## src/verilog/sdram_mode_consts.svh

```systemverilog
// Offsets, field positions, reset values and timing counts of the mode block
`ifndef SDRAM_MODE_CONSTS_SVH
`define SDRAM_MODE_CONSTS_SVH

// ----------------------------------------------------------------
// Register offsets
// ----------------------------------------------------------------
`define OFS_MODE0 8'h00
`define OFS_MODE1 8'h04
`define OFS_MODE2 8'h08
`define OFS_MODE3 8'h0c
`define OFS_STATUS 8'h10
`define OFS_CTRL 8'h14
`define OFS_PATTERN 8'h18

// ----------------------------------------------------------------
// Field positions
// ----------------------------------------------------------------
`define MR1_DLL_OFF 0
`define MR1_AL_LO 3
`define MR1_WLEVEL 7
`define MR1_QOFF 12
`define MR2_CWL_LO 3
`define MR2_ASR 6
`define MR2_SRT 7
`define MR2_RTT_WR_LO 9
`define MR3_CAL_EN 2
`define CTRL_HOT 0
`define CTRL_CLR_LOST 1

// ----------------------------------------------------------------
// Reset values and timing counts
// ----------------------------------------------------------------
`define MODE_RESET 13'h0000
`define PATTERN_RESET 16'h5555
`define DLL_OFF_CAS 5'h06
`define CL_BASE 5'h04
`define CWL_BASE 5'h05
`define BURST_CK 3'h4

`endif

```

## src/verilog/sdram_mode_pkg.sv

```systemverilog
// Types shared by the mode register block
package sdram_mode_pkg;

    // Command pins sampled at the DRAM clock
    typedef struct packed {
        logic cke;
        logic cs_n;
        logic ras_n;
        logic cas_n;
        logic we_n;
        logic [2:0] ba;
        logic [12:0] addr;
    } dram_cmd_t;

    // Read strobe window sequencer, one bit changes per step except RD_BURST to RD_IDLE
    typedef enum logic [1:0] {
        RD_IDLE = 2'b00,
        RD_WAIT = 2'b01,
        RD_BURST = 2'b11
    } rd_state_t;

    // Whole state of the block
    typedef struct packed {
        logic ck_prev;
        logic [12:0] mr0;
        logic [12:0] mr1;
        logic [12:0] mr2;
        logic [12:0] mr3;
        rd_state_t rd_state;
        logic [4:0] rd_cnt;
        logic partial_array_self_refresh_lost;
        logic in_self_refresh;
        logic sensor_hot;
        logic [15:0] pattern;
        logic [31:0] prdata;
        logic pready;
        logic pslverr;
        logic drv_en;
        logic [15:0] dq;
        logic pattern_sel;
        logic dyn_term;
        logic sr_ext_rate;
        logic dll_enable;
        logic [4:0] write_latency;
        logic [1:0] cal_loc;
    } mode_state_t;

endpackage

```

## src/verilog/sdram_mode_ctrl.sv

```systemverilog
// Mode register decode, DLL-off read timing and APB access for the DRAM
//
// The implementer's own choices: the APB slave port and the register addresses.
`include "sdram_mode_consts.svh"

module sdram_mode_ctrl #(
    parameter int ADDR_W = 13,
    parameter int BURST_CK = `BURST_CK
) (
    // Clock and reset
    input wire logic CLK_IN,
    input wire logic RESETN_IN,
    // DRAM clock and command pins
    input wire logic DRAM_CK_IN,
    input wire logic DRAM_CKE_IN,
    input wire logic DRAM_CS_N_IN,
    input wire logic DRAM_RAS_N_IN,
    input wire logic DRAM_CAS_N_IN,
    input wire logic DRAM_WE_N_IN,
    input wire logic [2:0] DRAM_BA_IN,
    input wire logic [12:0] DRAM_ADDR_IN,
    // APB slave
    input wire logic PSEL_IN,
    input wire logic PENABLE_IN,
    input wire logic PWRITE_IN,
    input wire logic [7:0] PADDR_IN,
    input wire logic [31:0] PWDATA_IN,
    output logic [31:0] PRDATA_OUT,
    output logic PREADY_OUT,
    output logic PSLVERR_OUT,
    // Data path controls
    output logic DRV_EN_OUT,
    output logic [15:0] DQ_OUT,
    output logic PATTERN_SEL_OUT,
    output logic [1:0] CAL_LOC_OUT,
    output logic DYN_TERM_EN_OUT,
    output logic SR_EXT_RATE_OUT,
    output logic DLL_ENABLE_OUT,
    output logic [4:0] WRITE_LATENCY_OUT
);

    // ----------------------------------------------------------------
    // Parameter check
    // ----------------------------------------------------------------
    if (ADDR_W != 13)
    begin : g_addr_check
        $error("sdram_mode_ctrl needs a 13 bit address bus");
    end
    if (BURST_CK < 1 || BURST_CK > 7)
    begin : g_burst_check
        $error("sdram_mode_ctrl BURST_CK must be 1 to 7");
    end

    // ----------------------------------------------------------------
    // Decode helpers
    // ----------------------------------------------------------------
    function automatic logic is_mode_set(input sdram_mode_pkg::dram_cmd_t c,
                                         input logic [1:0] sel);
        is_mode_set = !c.cs_n && !c.ras_n && !c.cas_n && !c.we_n
            && c.ba == {1'b0, sel};
    endfunction

    function automatic logic is_read(input sdram_mode_pkg::dram_cmd_t c);
        is_read = !c.cs_n && c.ras_n && !c.cas_n && c.we_n;
    endfunction

    function automatic logic is_sr_entry(input sdram_mode_pkg::dram_cmd_t c);
        is_sr_entry = !c.cs_n && !c.ras_n && !c.cas_n && c.we_n && !c.cke;
    endfunction

    // ----------------------------------------------------------------
    // Pin synchronisers
    // ----------------------------------------------------------------
    sdram_mode_pkg::dram_cmd_t pin_raw;
    sdram_mode_pkg::dram_cmd_t pin;
    logic ck_sync;

    assign pin_raw.cke = DRAM_CKE_IN;
    assign pin_raw.cs_n = DRAM_CS_N_IN;
    assign pin_raw.ras_n = DRAM_RAS_N_IN;
    assign pin_raw.cas_n = DRAM_CAS_N_IN;
    assign pin_raw.we_n = DRAM_WE_N_IN;
    assign pin_raw.ba = DRAM_BA_IN;
    assign pin_raw.addr = DRAM_ADDR_IN;

    pin_sync #(
        .WIDTH($bits(sdram_mode_pkg::dram_cmd_t) + 1)
    ) u_sync (
        .clk(CLK_IN),
        .resetn(RESETN_IN),
        .d({DRAM_CK_IN, pin_raw}),
        .q({ck_sync, pin})
    );

    // ----------------------------------------------------------------
    // State
    // ----------------------------------------------------------------
    sdram_mode_pkg::mode_state_t st;
    sdram_mode_pkg::mode_state_t next_st;

    logic ck_rise;
    logic [4:0] cl;
    logic [4:0] write_cas_latency;
    logic [4:0] al;
    logic [4:0] rd_start;
    logic [31:0] status_word;
    logic bus_setup;
    logic bus_write;

    assign ck_rise = ck_sync && !st.ck_prev;
    assign bus_setup = PSEL_IN && !PENABLE_IN;
    assign bus_write = PSEL_IN && PENABLE_IN && PWRITE_IN && st.pready;

    // ----------------------------------------------------------------
    // Latency decode
    // ----------------------------------------------------------------
    always_comb
    begin
        cl = `CL_BASE + {2'b00, st.mr0[6:4]};
        write_cas_latency = `CWL_BASE + {2'b00, st.mr2[`MR2_CWL_LO +: 3]};
        if (st.mr1[`MR1_DLL_OFF])
        begin
            cl = `DLL_OFF_CAS;
            write_cas_latency = `DLL_OFF_CAS;
        end
        case (st.mr1[`MR1_AL_LO +: 2])
            2'b01: al = cl - 5'h01;
            2'b10: al = cl - 5'h02;
            default: al = 5'h00;
        endcase
        if (st.mr1[`MR1_DLL_OFF])
        begin
            rd_start = al + cl - 5'h01;
        end
        else
        begin
            rd_start = al + cl;
        end
    end

    always_comb
    begin
        status_word = 32'h0000_0000;
        status_word[0] = !st.mr1[`MR1_DLL_OFF];
        status_word[1] = st.mr3[`MR3_CAL_EN];
        status_word[2] = st.partial_array_self_refresh_lost;
        status_word[3] = st.in_self_refresh;
        status_word[8 +: 5] = al + write_cas_latency;
        status_word[16 +: 5] = al + cl;
        status_word[24 +: 2] = st.rd_state;
    end

    // ----------------------------------------------------------------
    // Next state
    // ----------------------------------------------------------------
    always_comb
    begin
        next_st = st;
        next_st.ck_prev = ck_sync;

        // Commands are taken on DRAM clock rising edges
        if (ck_rise)
        begin
            if (pin.cs_n)
            begin
                next_st.rd_state = st.rd_state;
            end
            else if (pin.ras_n && pin.cas_n && pin.we_n)
            begin
                next_st.rd_state = st.rd_state;
            end
            else if (is_mode_set(pin, 2'b00))
            begin
                next_st.mr0 = pin.addr;
            end
            else if (is_mode_set(pin, 2'b01))
            begin
                next_st.mr1 = pin.addr;
            end
            else if (is_mode_set(pin, 2'b10))
            begin
                next_st.mr2 = pin.addr;
            end
            else if (is_mode_set(pin, 2'b11))
            begin
                next_st.mr3 = pin.addr;
            end
            else if (is_read(pin))
            begin
                next_st.rd_state = sdram_mode_pkg::RD_WAIT;
                next_st.rd_cnt = rd_start;
            end
            // partial array data lost on entry
            else if (is_sr_entry(pin))
            begin
                next_st.in_self_refresh = 1'b1;
                if (st.mr2[2:0] != 3'b000)
                begin
                    next_st.partial_array_self_refresh_lost = 1'b1;
                end
            end

            if (pin.cke && st.in_self_refresh)
            begin
                next_st.in_self_refresh = 1'b0;
            end

            // Read strobe window sequencer
            case (st.rd_state)
                sdram_mode_pkg::RD_IDLE:
                begin
                    next_st.rd_cnt = next_st.rd_cnt;
                end
                sdram_mode_pkg::RD_WAIT:
                begin
                    if (!is_read(pin) || pin.cs_n)
                    begin
                        if (st.rd_cnt <= 5'h01)
                        begin
                            next_st.rd_state = sdram_mode_pkg::RD_BURST;
                            next_st.rd_cnt = 5'(BURST_CK);
                        end
                        else
                        begin
                            next_st.rd_cnt = st.rd_cnt - 5'h01;
                        end
                    end
                end
                sdram_mode_pkg::RD_BURST:
                begin
                    if (!is_read(pin) || pin.cs_n)
                    begin
                        if (st.rd_cnt <= 5'h01)
                        begin
                            next_st.rd_state = sdram_mode_pkg::RD_IDLE;
                            next_st.rd_cnt = 5'h00;
                        end
                        else
                        begin
                            next_st.rd_cnt = st.rd_cnt - 5'h01;
                        end
                    end
                end
                default:
                begin
                    next_st.rd_state = sdram_mode_pkg::RD_IDLE;
                    next_st.rd_cnt = 5'h00;
                end
            endcase
        end

        // APB register writes
        if (bus_write)
        begin
            case (PADDR_IN)
                `OFS_CTRL:
                begin
                    next_st.sensor_hot = PWDATA_IN[`CTRL_HOT];
                    // Hardware set wins over a clear in the same cycle
                    if (PWDATA_IN[`CTRL_CLR_LOST]
                        && !(ck_rise && is_sr_entry(pin) && st.mr2[2:0] != 3'b000))
                    begin
                        next_st.partial_array_self_refresh_lost = 1'b0;
                    end
                end
                `OFS_PATTERN:
                begin
                    next_st.pattern = PWDATA_IN[15:0];
                end
                default:
                begin
                    next_st.pattern = next_st.pattern;
                end
            endcase
        end

        // APB answer registered in the setup cycle
        next_st.pready = bus_setup;
        next_st.pslverr = 1'b0;
        next_st.prdata = 32'h0000_0000;
        if (bus_setup)
        begin
            case (PADDR_IN)
                `OFS_MODE0: next_st.prdata = {19'h00000, st.mr0};
                `OFS_MODE1: next_st.prdata = {19'h00000, st.mr1};
                `OFS_MODE2: next_st.prdata = {19'h00000, st.mr2};
                `OFS_MODE3: next_st.prdata = {19'h00000, st.mr3};
                `OFS_STATUS: next_st.prdata = status_word;
                `OFS_CTRL: next_st.prdata = {31'h00000000, st.sensor_hot};
                `OFS_PATTERN: next_st.prdata = {16'h0000, st.pattern};
                default: next_st.pslverr = 1'b1;
            endcase
        end

        // Registered data path controls
        // output disable
        next_st.drv_en = st.rd_state == sdram_mode_pkg::RD_BURST && !st.mr1[`MR1_QOFF];
        next_st.pattern_sel = st.mr3[`MR3_CAL_EN];
        if (st.mr3[`MR3_CAL_EN] && st.rd_state == sdram_mode_pkg::RD_BURST
            && !st.mr1[`MR1_QOFF])
        begin
            next_st.dq = st.pattern;
        end
        else
        begin
            next_st.dq = 16'h0000;
        end
        next_st.cal_loc = st.mr3[`MR3_CAL_EN] ? st.mr3[1:0] : 2'b00;
        next_st.dyn_term = st.mr2[`MR2_RTT_WR_LO +: 2] != 2'b00 && !st.mr1[`MR1_WLEVEL];
        next_st.sr_ext_rate = st.mr2[`MR2_ASR] ? st.sensor_hot : st.mr2[`MR2_SRT];
        next_st.dll_enable = !st.mr1[`MR1_DLL_OFF];
        next_st.write_latency = al + write_cas_latency;
    end

    // ----------------------------------------------------------------
    // State register
    // ----------------------------------------------------------------
    always_ff @(posedge CLK_IN or negedge RESETN_IN)
    begin
        if (!RESETN_IN)
        begin
            st <= '0;
            st.mr0 <= `MODE_RESET;
            st.mr1 <= `MODE_RESET;
            st.mr2 <= `MODE_RESET;
            st.mr3 <= `MODE_RESET;
            st.pattern <= `PATTERN_RESET;
            st.dll_enable <= 1'b1;
            st.write_latency <= `CWL_BASE;
        end
        else
        begin
            st <= next_st;
        end
    end

    // ----------------------------------------------------------------
    // Outputs
    // ----------------------------------------------------------------
    assign PRDATA_OUT = st.prdata;
    assign PREADY_OUT = st.pready;
    assign PSLVERR_OUT = st.pslverr;
    assign DRV_EN_OUT = st.drv_en;
    assign DQ_OUT = st.dq;
    assign PATTERN_SEL_OUT = st.pattern_sel;
    assign CAL_LOC_OUT = st.cal_loc;
    assign DYN_TERM_EN_OUT = st.dyn_term;
    assign SR_EXT_RATE_OUT = st.sr_ext_rate;
    assign DLL_ENABLE_OUT = st.dll_enable;
    assign WRITE_LATENCY_OUT = st.write_latency;

endmodule

```

## src/verilog/pin_sync.sv

```systemverilog
// Two flip-flop synchroniser for pins from outside the clock domain
module pin_sync #(
    parameter int WIDTH = 1
) (
    input wire logic clk,
    input wire logic resetn,
    input wire logic [WIDTH-1:0] d,
    output logic [WIDTH-1:0] q
);

    logic [WIDTH-1:0] meta;

    if (WIDTH < 1)
    begin : g_width_check
        $error("pin_sync WIDTH must be at least 1");
    end

    always_ff @(posedge clk or negedge resetn)
    begin
        if (!resetn)
        begin
            meta <= '0;
            q <= '0;
        end
        else
        begin
            meta <= d;
            q <= meta;
        end
    end

endmodule

```

## config.mk

```make
export PLATFORM = sky130hd
export DESIGN_NAME = sdram_mode_ctrl
export DESIGN_NICKNAME = d
export VERILOG_FILES = /design/src/verilog/sdram_mode_pkg.sv /design/src/verilog/sdram_mode_ctrl.sv /design/src/verilog/pin_sync.sv
export VERILOG_INCLUDE_DIRS = /design/src /design/src/verilog
export SDC_FILE = /design/constraint.sdc
export NUM_CORES = 1
export LEC_CHECK = 0
export BUFFER_PORTS_ARGS = -buffer_cell sky130_fd_sc_hd__buf_2
export CORE_ASPECT_RATIO = 1.2
export CORE_UTILIZATION = 51
export CTS_CLUSTER_SIZE = 10
export DETAILED_ROUTE_END_ITERATION = 10
export GPL_ROUTABILITY_DRIVEN = 0
export PLACE_DENSITY = 0.83
export SLEW_MARGIN = 10
export SYNTH_ARGS = -nofsm -noshare
export SYNTH_HDL_FRONTEND = slang
export SYNTH_SLANG_ARGS = --single-unit
export TNS_END_PERCENT = 5
```

## constraint.sdc

```tcl
create_clock -name CLK_IN -period 3 [get_ports CLK_IN]
set_clock_uncertainty 0.05 [all_clocks]
set_input_delay 0.45 -clock CLK_IN [delete_from_list [all_inputs] [get_ports CLK_IN]]
set_output_delay 0.45 -clock CLK_IN [all_outputs]
set_load 0.05 [all_outputs]
```

==> flow_summary.json <==
{
  "cp-start-kind": "flop",
  "cts.sinks": 176,
  "drt_pre_antenna_iters": 6,
  "crit_path_end": "st[85]",
  "fin_util": 0.599,
  "vias_per_cell": 5.62,
  "design.die.area_um2": 15800,
  "rsz0062_at_grt": "true",
  "placementRows": 49,
  "critPathLaunch": "st[114]",
  "highest_layer": "met4",
  "cts_buffers": 17,
  "fmax_mhz": 340,
  "dp_cells": 865,
  "final_max_slew_viol_count": 0,
  "r2r.worst_path.cells": 12,
  "timing.rr.end": "st[85]",
  "fin_crit_ns": 2.94,
  "die_x_um": 115,
  "post-route-cell-area_um2": 8960,
  "met1_length_um": 6680,
  "netlist_area_um2": 7790,
  "arrival_ns": 3.22,
  "seq_area_um2": 4420,
  "grt_max_degree": 78,
  "via_count": 5067,
  "crit_type": "flop to flop",
  "rr_startpoint": "st[114]",
  "port_buffers": 103,
  "preCtsSetupSlack_ns": -0.0894,
  "start_util": 0.521,
  "ant_nets": 0,
  "grt_use_total": 0.226,
  "synth_cell_types": 69,
  "path_clk_slew_ns": 0.07,
  "drv_cap": 0,
  "status": "complete, no violations",
  "antenna_cells": 0,
  "grt_pass1_vias": 5123,
  "worstSkewPairLatency_ns": 0.43,
  "antenna_found_initial": 0,
  "critPathMaxFanout": 4,
  "die_h_um": 137,
  "instances_no_fill": 901,
  "drive_above_1_share": 0.389,
  "worst_pin_slew_ns": 0.970,
  "multi_input_area_um2": 2900,
  "num-fill-cells": 1124,
  "hpwl_um": 11500,
  "hold_path.class": "input pin to flop",
  "synth_edf_count": 0,
  "synthTopCellsByArea": "dfrtp_1 53%, mux2_2 9.7%, buf_4 5.4%, dfstp_2 3.7%, ha_1 2.2%",
  "wl_met2_um": 8650,
  "cts_tree": "done",
  "synth_seq_area_share": 0.567,
  "wl_per_cell_um": 18.7,
  "clockBufferDepth": 2,
  "slew_headroom": 0.351,
  "reg2reg_slack_ns": 0.06,
  "cellLeakagePower_nw": 4.45,
  "final_nets": 767,
  "syn_avg_cell_area_um2": 12.8,
  "yosysTopAreaCell": "dfrtp_1",
  "drt_iter0_markers": 472,
  "htree_levels": 4,
  "async_reset_ff_frac": 1.00,
  "setup_ws_ns": 0.0586,
  "hold_violations": 0,
  "synth_seq_cells": 176,
  "drc": 0,
  "wl_um": 16800,
  "area_delta_synth_final_pct": 15.0,
  "clock-root-buffer": "clkbuf_16",
  "netlist.area_leader.share": 0.530,
  "ir_drop_mv": 0.389,
  "synthCells": 609,
  "power.density_nw_per_um2": 615,
  "route.met3.wl_um": 895,
  "ioPinCount": 129,
  "grt_first_pass_wirelength_um": 26800,
  "ys.flop_type": "dfrtp_1",
  "overflow": 0,
  "core_area_um2": 15000,
  "yosys_warnings": 0,
  "cp-end-kind": "flop",
  "synth_commonest_cells": "165 x dfrtp_1, 67 x mux2_2, 56 x buf_4",
  "period_share": 0.980,
  "synth_most_common_cell": "dfrtp_1",
  "place_area_um2": 8220,
  "crit_required_ns": 3.28,
  "setup_violations": 0
}
==> cells by family (layout without fill, tap and decap cells) <==
family,Yosys count,count (layout),share of synthesized area
xor+xnor,6,6,0.00674
simple gates,147,147,0.111
other cells,1,9,0.000481
buf+inv,93,173,0.0761
fa+ha+maj,16,16,0.0276
compound gates,79,79,0.0721
mux,91,91,0.139
flops,176,176,0.567
==> worst min-delay path by stage <==
| stage | slack, ns | startpoint | depth (start not counted) | end |
|---|---|---|---|---|
| after floorplan | 0.10 | RESETN_IN | 0 | CAL_LOC_OUT[0] |
| after global placement | 0.29 | u_sync.meta[9] | 0 | u_sync.q[9] |
| after detailed placement | 0.29 | u_sync.meta[5] | 0 | u_sync.q[5] |
| after CTS | 0.06 | DRAM_ADDR_IN[9] | 1 | u_sync.meta[9] |
| after global routing | 0.06 | DRAM_ADDR_IN[9] | 1 | u_sync.meta[9] |
| final | 0.07 | DRAM_ADDR_IN[9] | 1 | u_sync.meta[9] |
==> area by class of cell <==
class	instances	share of cell area
Sequential cell	176	0.493
Multi-Input combinational cell	348	0.324
Timing Repair Buffer	126	0.0791
Clock buffer	21	0.0525
Tap cell	204	0.0285
Clock inverter	11	0.0173
Inverter	15	0.00628
==> stage by stage <==
step | hold WS (ns) | setup TNS (ns) | power [mW]
global route | 0.0588 | -0.0374 | 5.72
global placement | 0.285 | 0 | 3.18
detailed placement | 0.288 | -0.142 | 3.22
floorplan | 0.104 | 0 | 3.02
finish | 0.0715 | 0 | 5.51
CTS | 0.0578 | 0 | 5.52
==> layout by cell type (no fill, tap or decap), types with 3 or more instances in the layout <==
master / synthesis / routed
clkbuf_8: 0 / 3
a22oi_1: 12 / 12
and2_1: 6 / 6
nor2b_1: 14 / 14
a21o_1: 3 / 3
mux2i_1: 11 / 11
dfrtp_1: 165 / 165
mux4_2: 3 / 3
buf_4: 56 / 21
and3_1: 22 / 22
and3_2: 3 / 3
nand4b_1: 3 / 3
a32o_1: 4 / 4
o21ai_0: 11 / 11
o2bb2ai_1: 4 / 4
bufinv_16: 0 / 3
clkbuf_16: 0 / 17
o31ai_1: 3 / 3
nand2_1: 19 / 18
nand2b_1: 6 / 6
nor4_1: 3 / 3
mux2_4: 10 / 11
nor3_1: 9 / 9
conb_1: 1 / 9
clkinv_4: 0 / 4
buf_2: 8 / 102
dfstp_2: 11 / 11
nand3_1: 6 / 6
inv_1: 15 / 14
o211ai_1: 4 / 4
mux2_2: 67 / 66
a21oi_1: 16 / 14
ha_1: 14 / 12
a22o_1: 3 / 3
nor2_1: 31 / 30
==> power by group <==
group / internal [mW] / switching, mW
Sequential: 2.49 / 0.123
Combinational: 0.235 / 0.369
Clock: 1.39 / 0.909
==> metal layers <==
metal / GRT usage / vias up
met5: 0 / -
met4: 0.119 / 0
met3: 0.0449 / 48
met2: 0.374 / 229
met1: 0.280 / 2535
li1: - / 2255
==> worst max-delay path, cell delays in order, from the launching register on <==
cell      delay (ns)
dfrtp_1         0.40
inv_1           0.09
nand2_2         0.12
inv_2           0.07
ha_1            0.29
nand2b_1        0.16
a21oi_2         0.19
ha_1            0.31
nor2b_1         0.18
a221o_1         0.35
buf_4           0.17
o211ai_1        0.17
nor4bb_2        0.29
==> registers in the layout, summed over array words and instances, names as in the netlist <==
name and count:
PRDATA_OUT 23, u_sync.meta 22, SR_EXT_RATE_OUT 1, PREADY_OUT 1, DYN_TERM_EN_OUT 1, CAL_LOC_OUT 2, st 78, u_sync.q 22
DRV_EN_OUT 1, PATTERN_SEL_OUT 1, DQ_OUT 16, DLL_ENABLE_OUT 1, next_st 1, WRITE_LATENCY_OUT 5, PSLVERR_OUT 1
==> repair_timing <==
item | 4_1_cts | 5_1_grt
hold endpoints to repair | 55 | 0
gates resized for setup | 1 | 14
setup buffers | 0 | 3
hold buffers | 1 | 0
setup endpoints to repair | 2 | 5
pin swaps | 0 | 2
(Power assumes the default switching activity.)
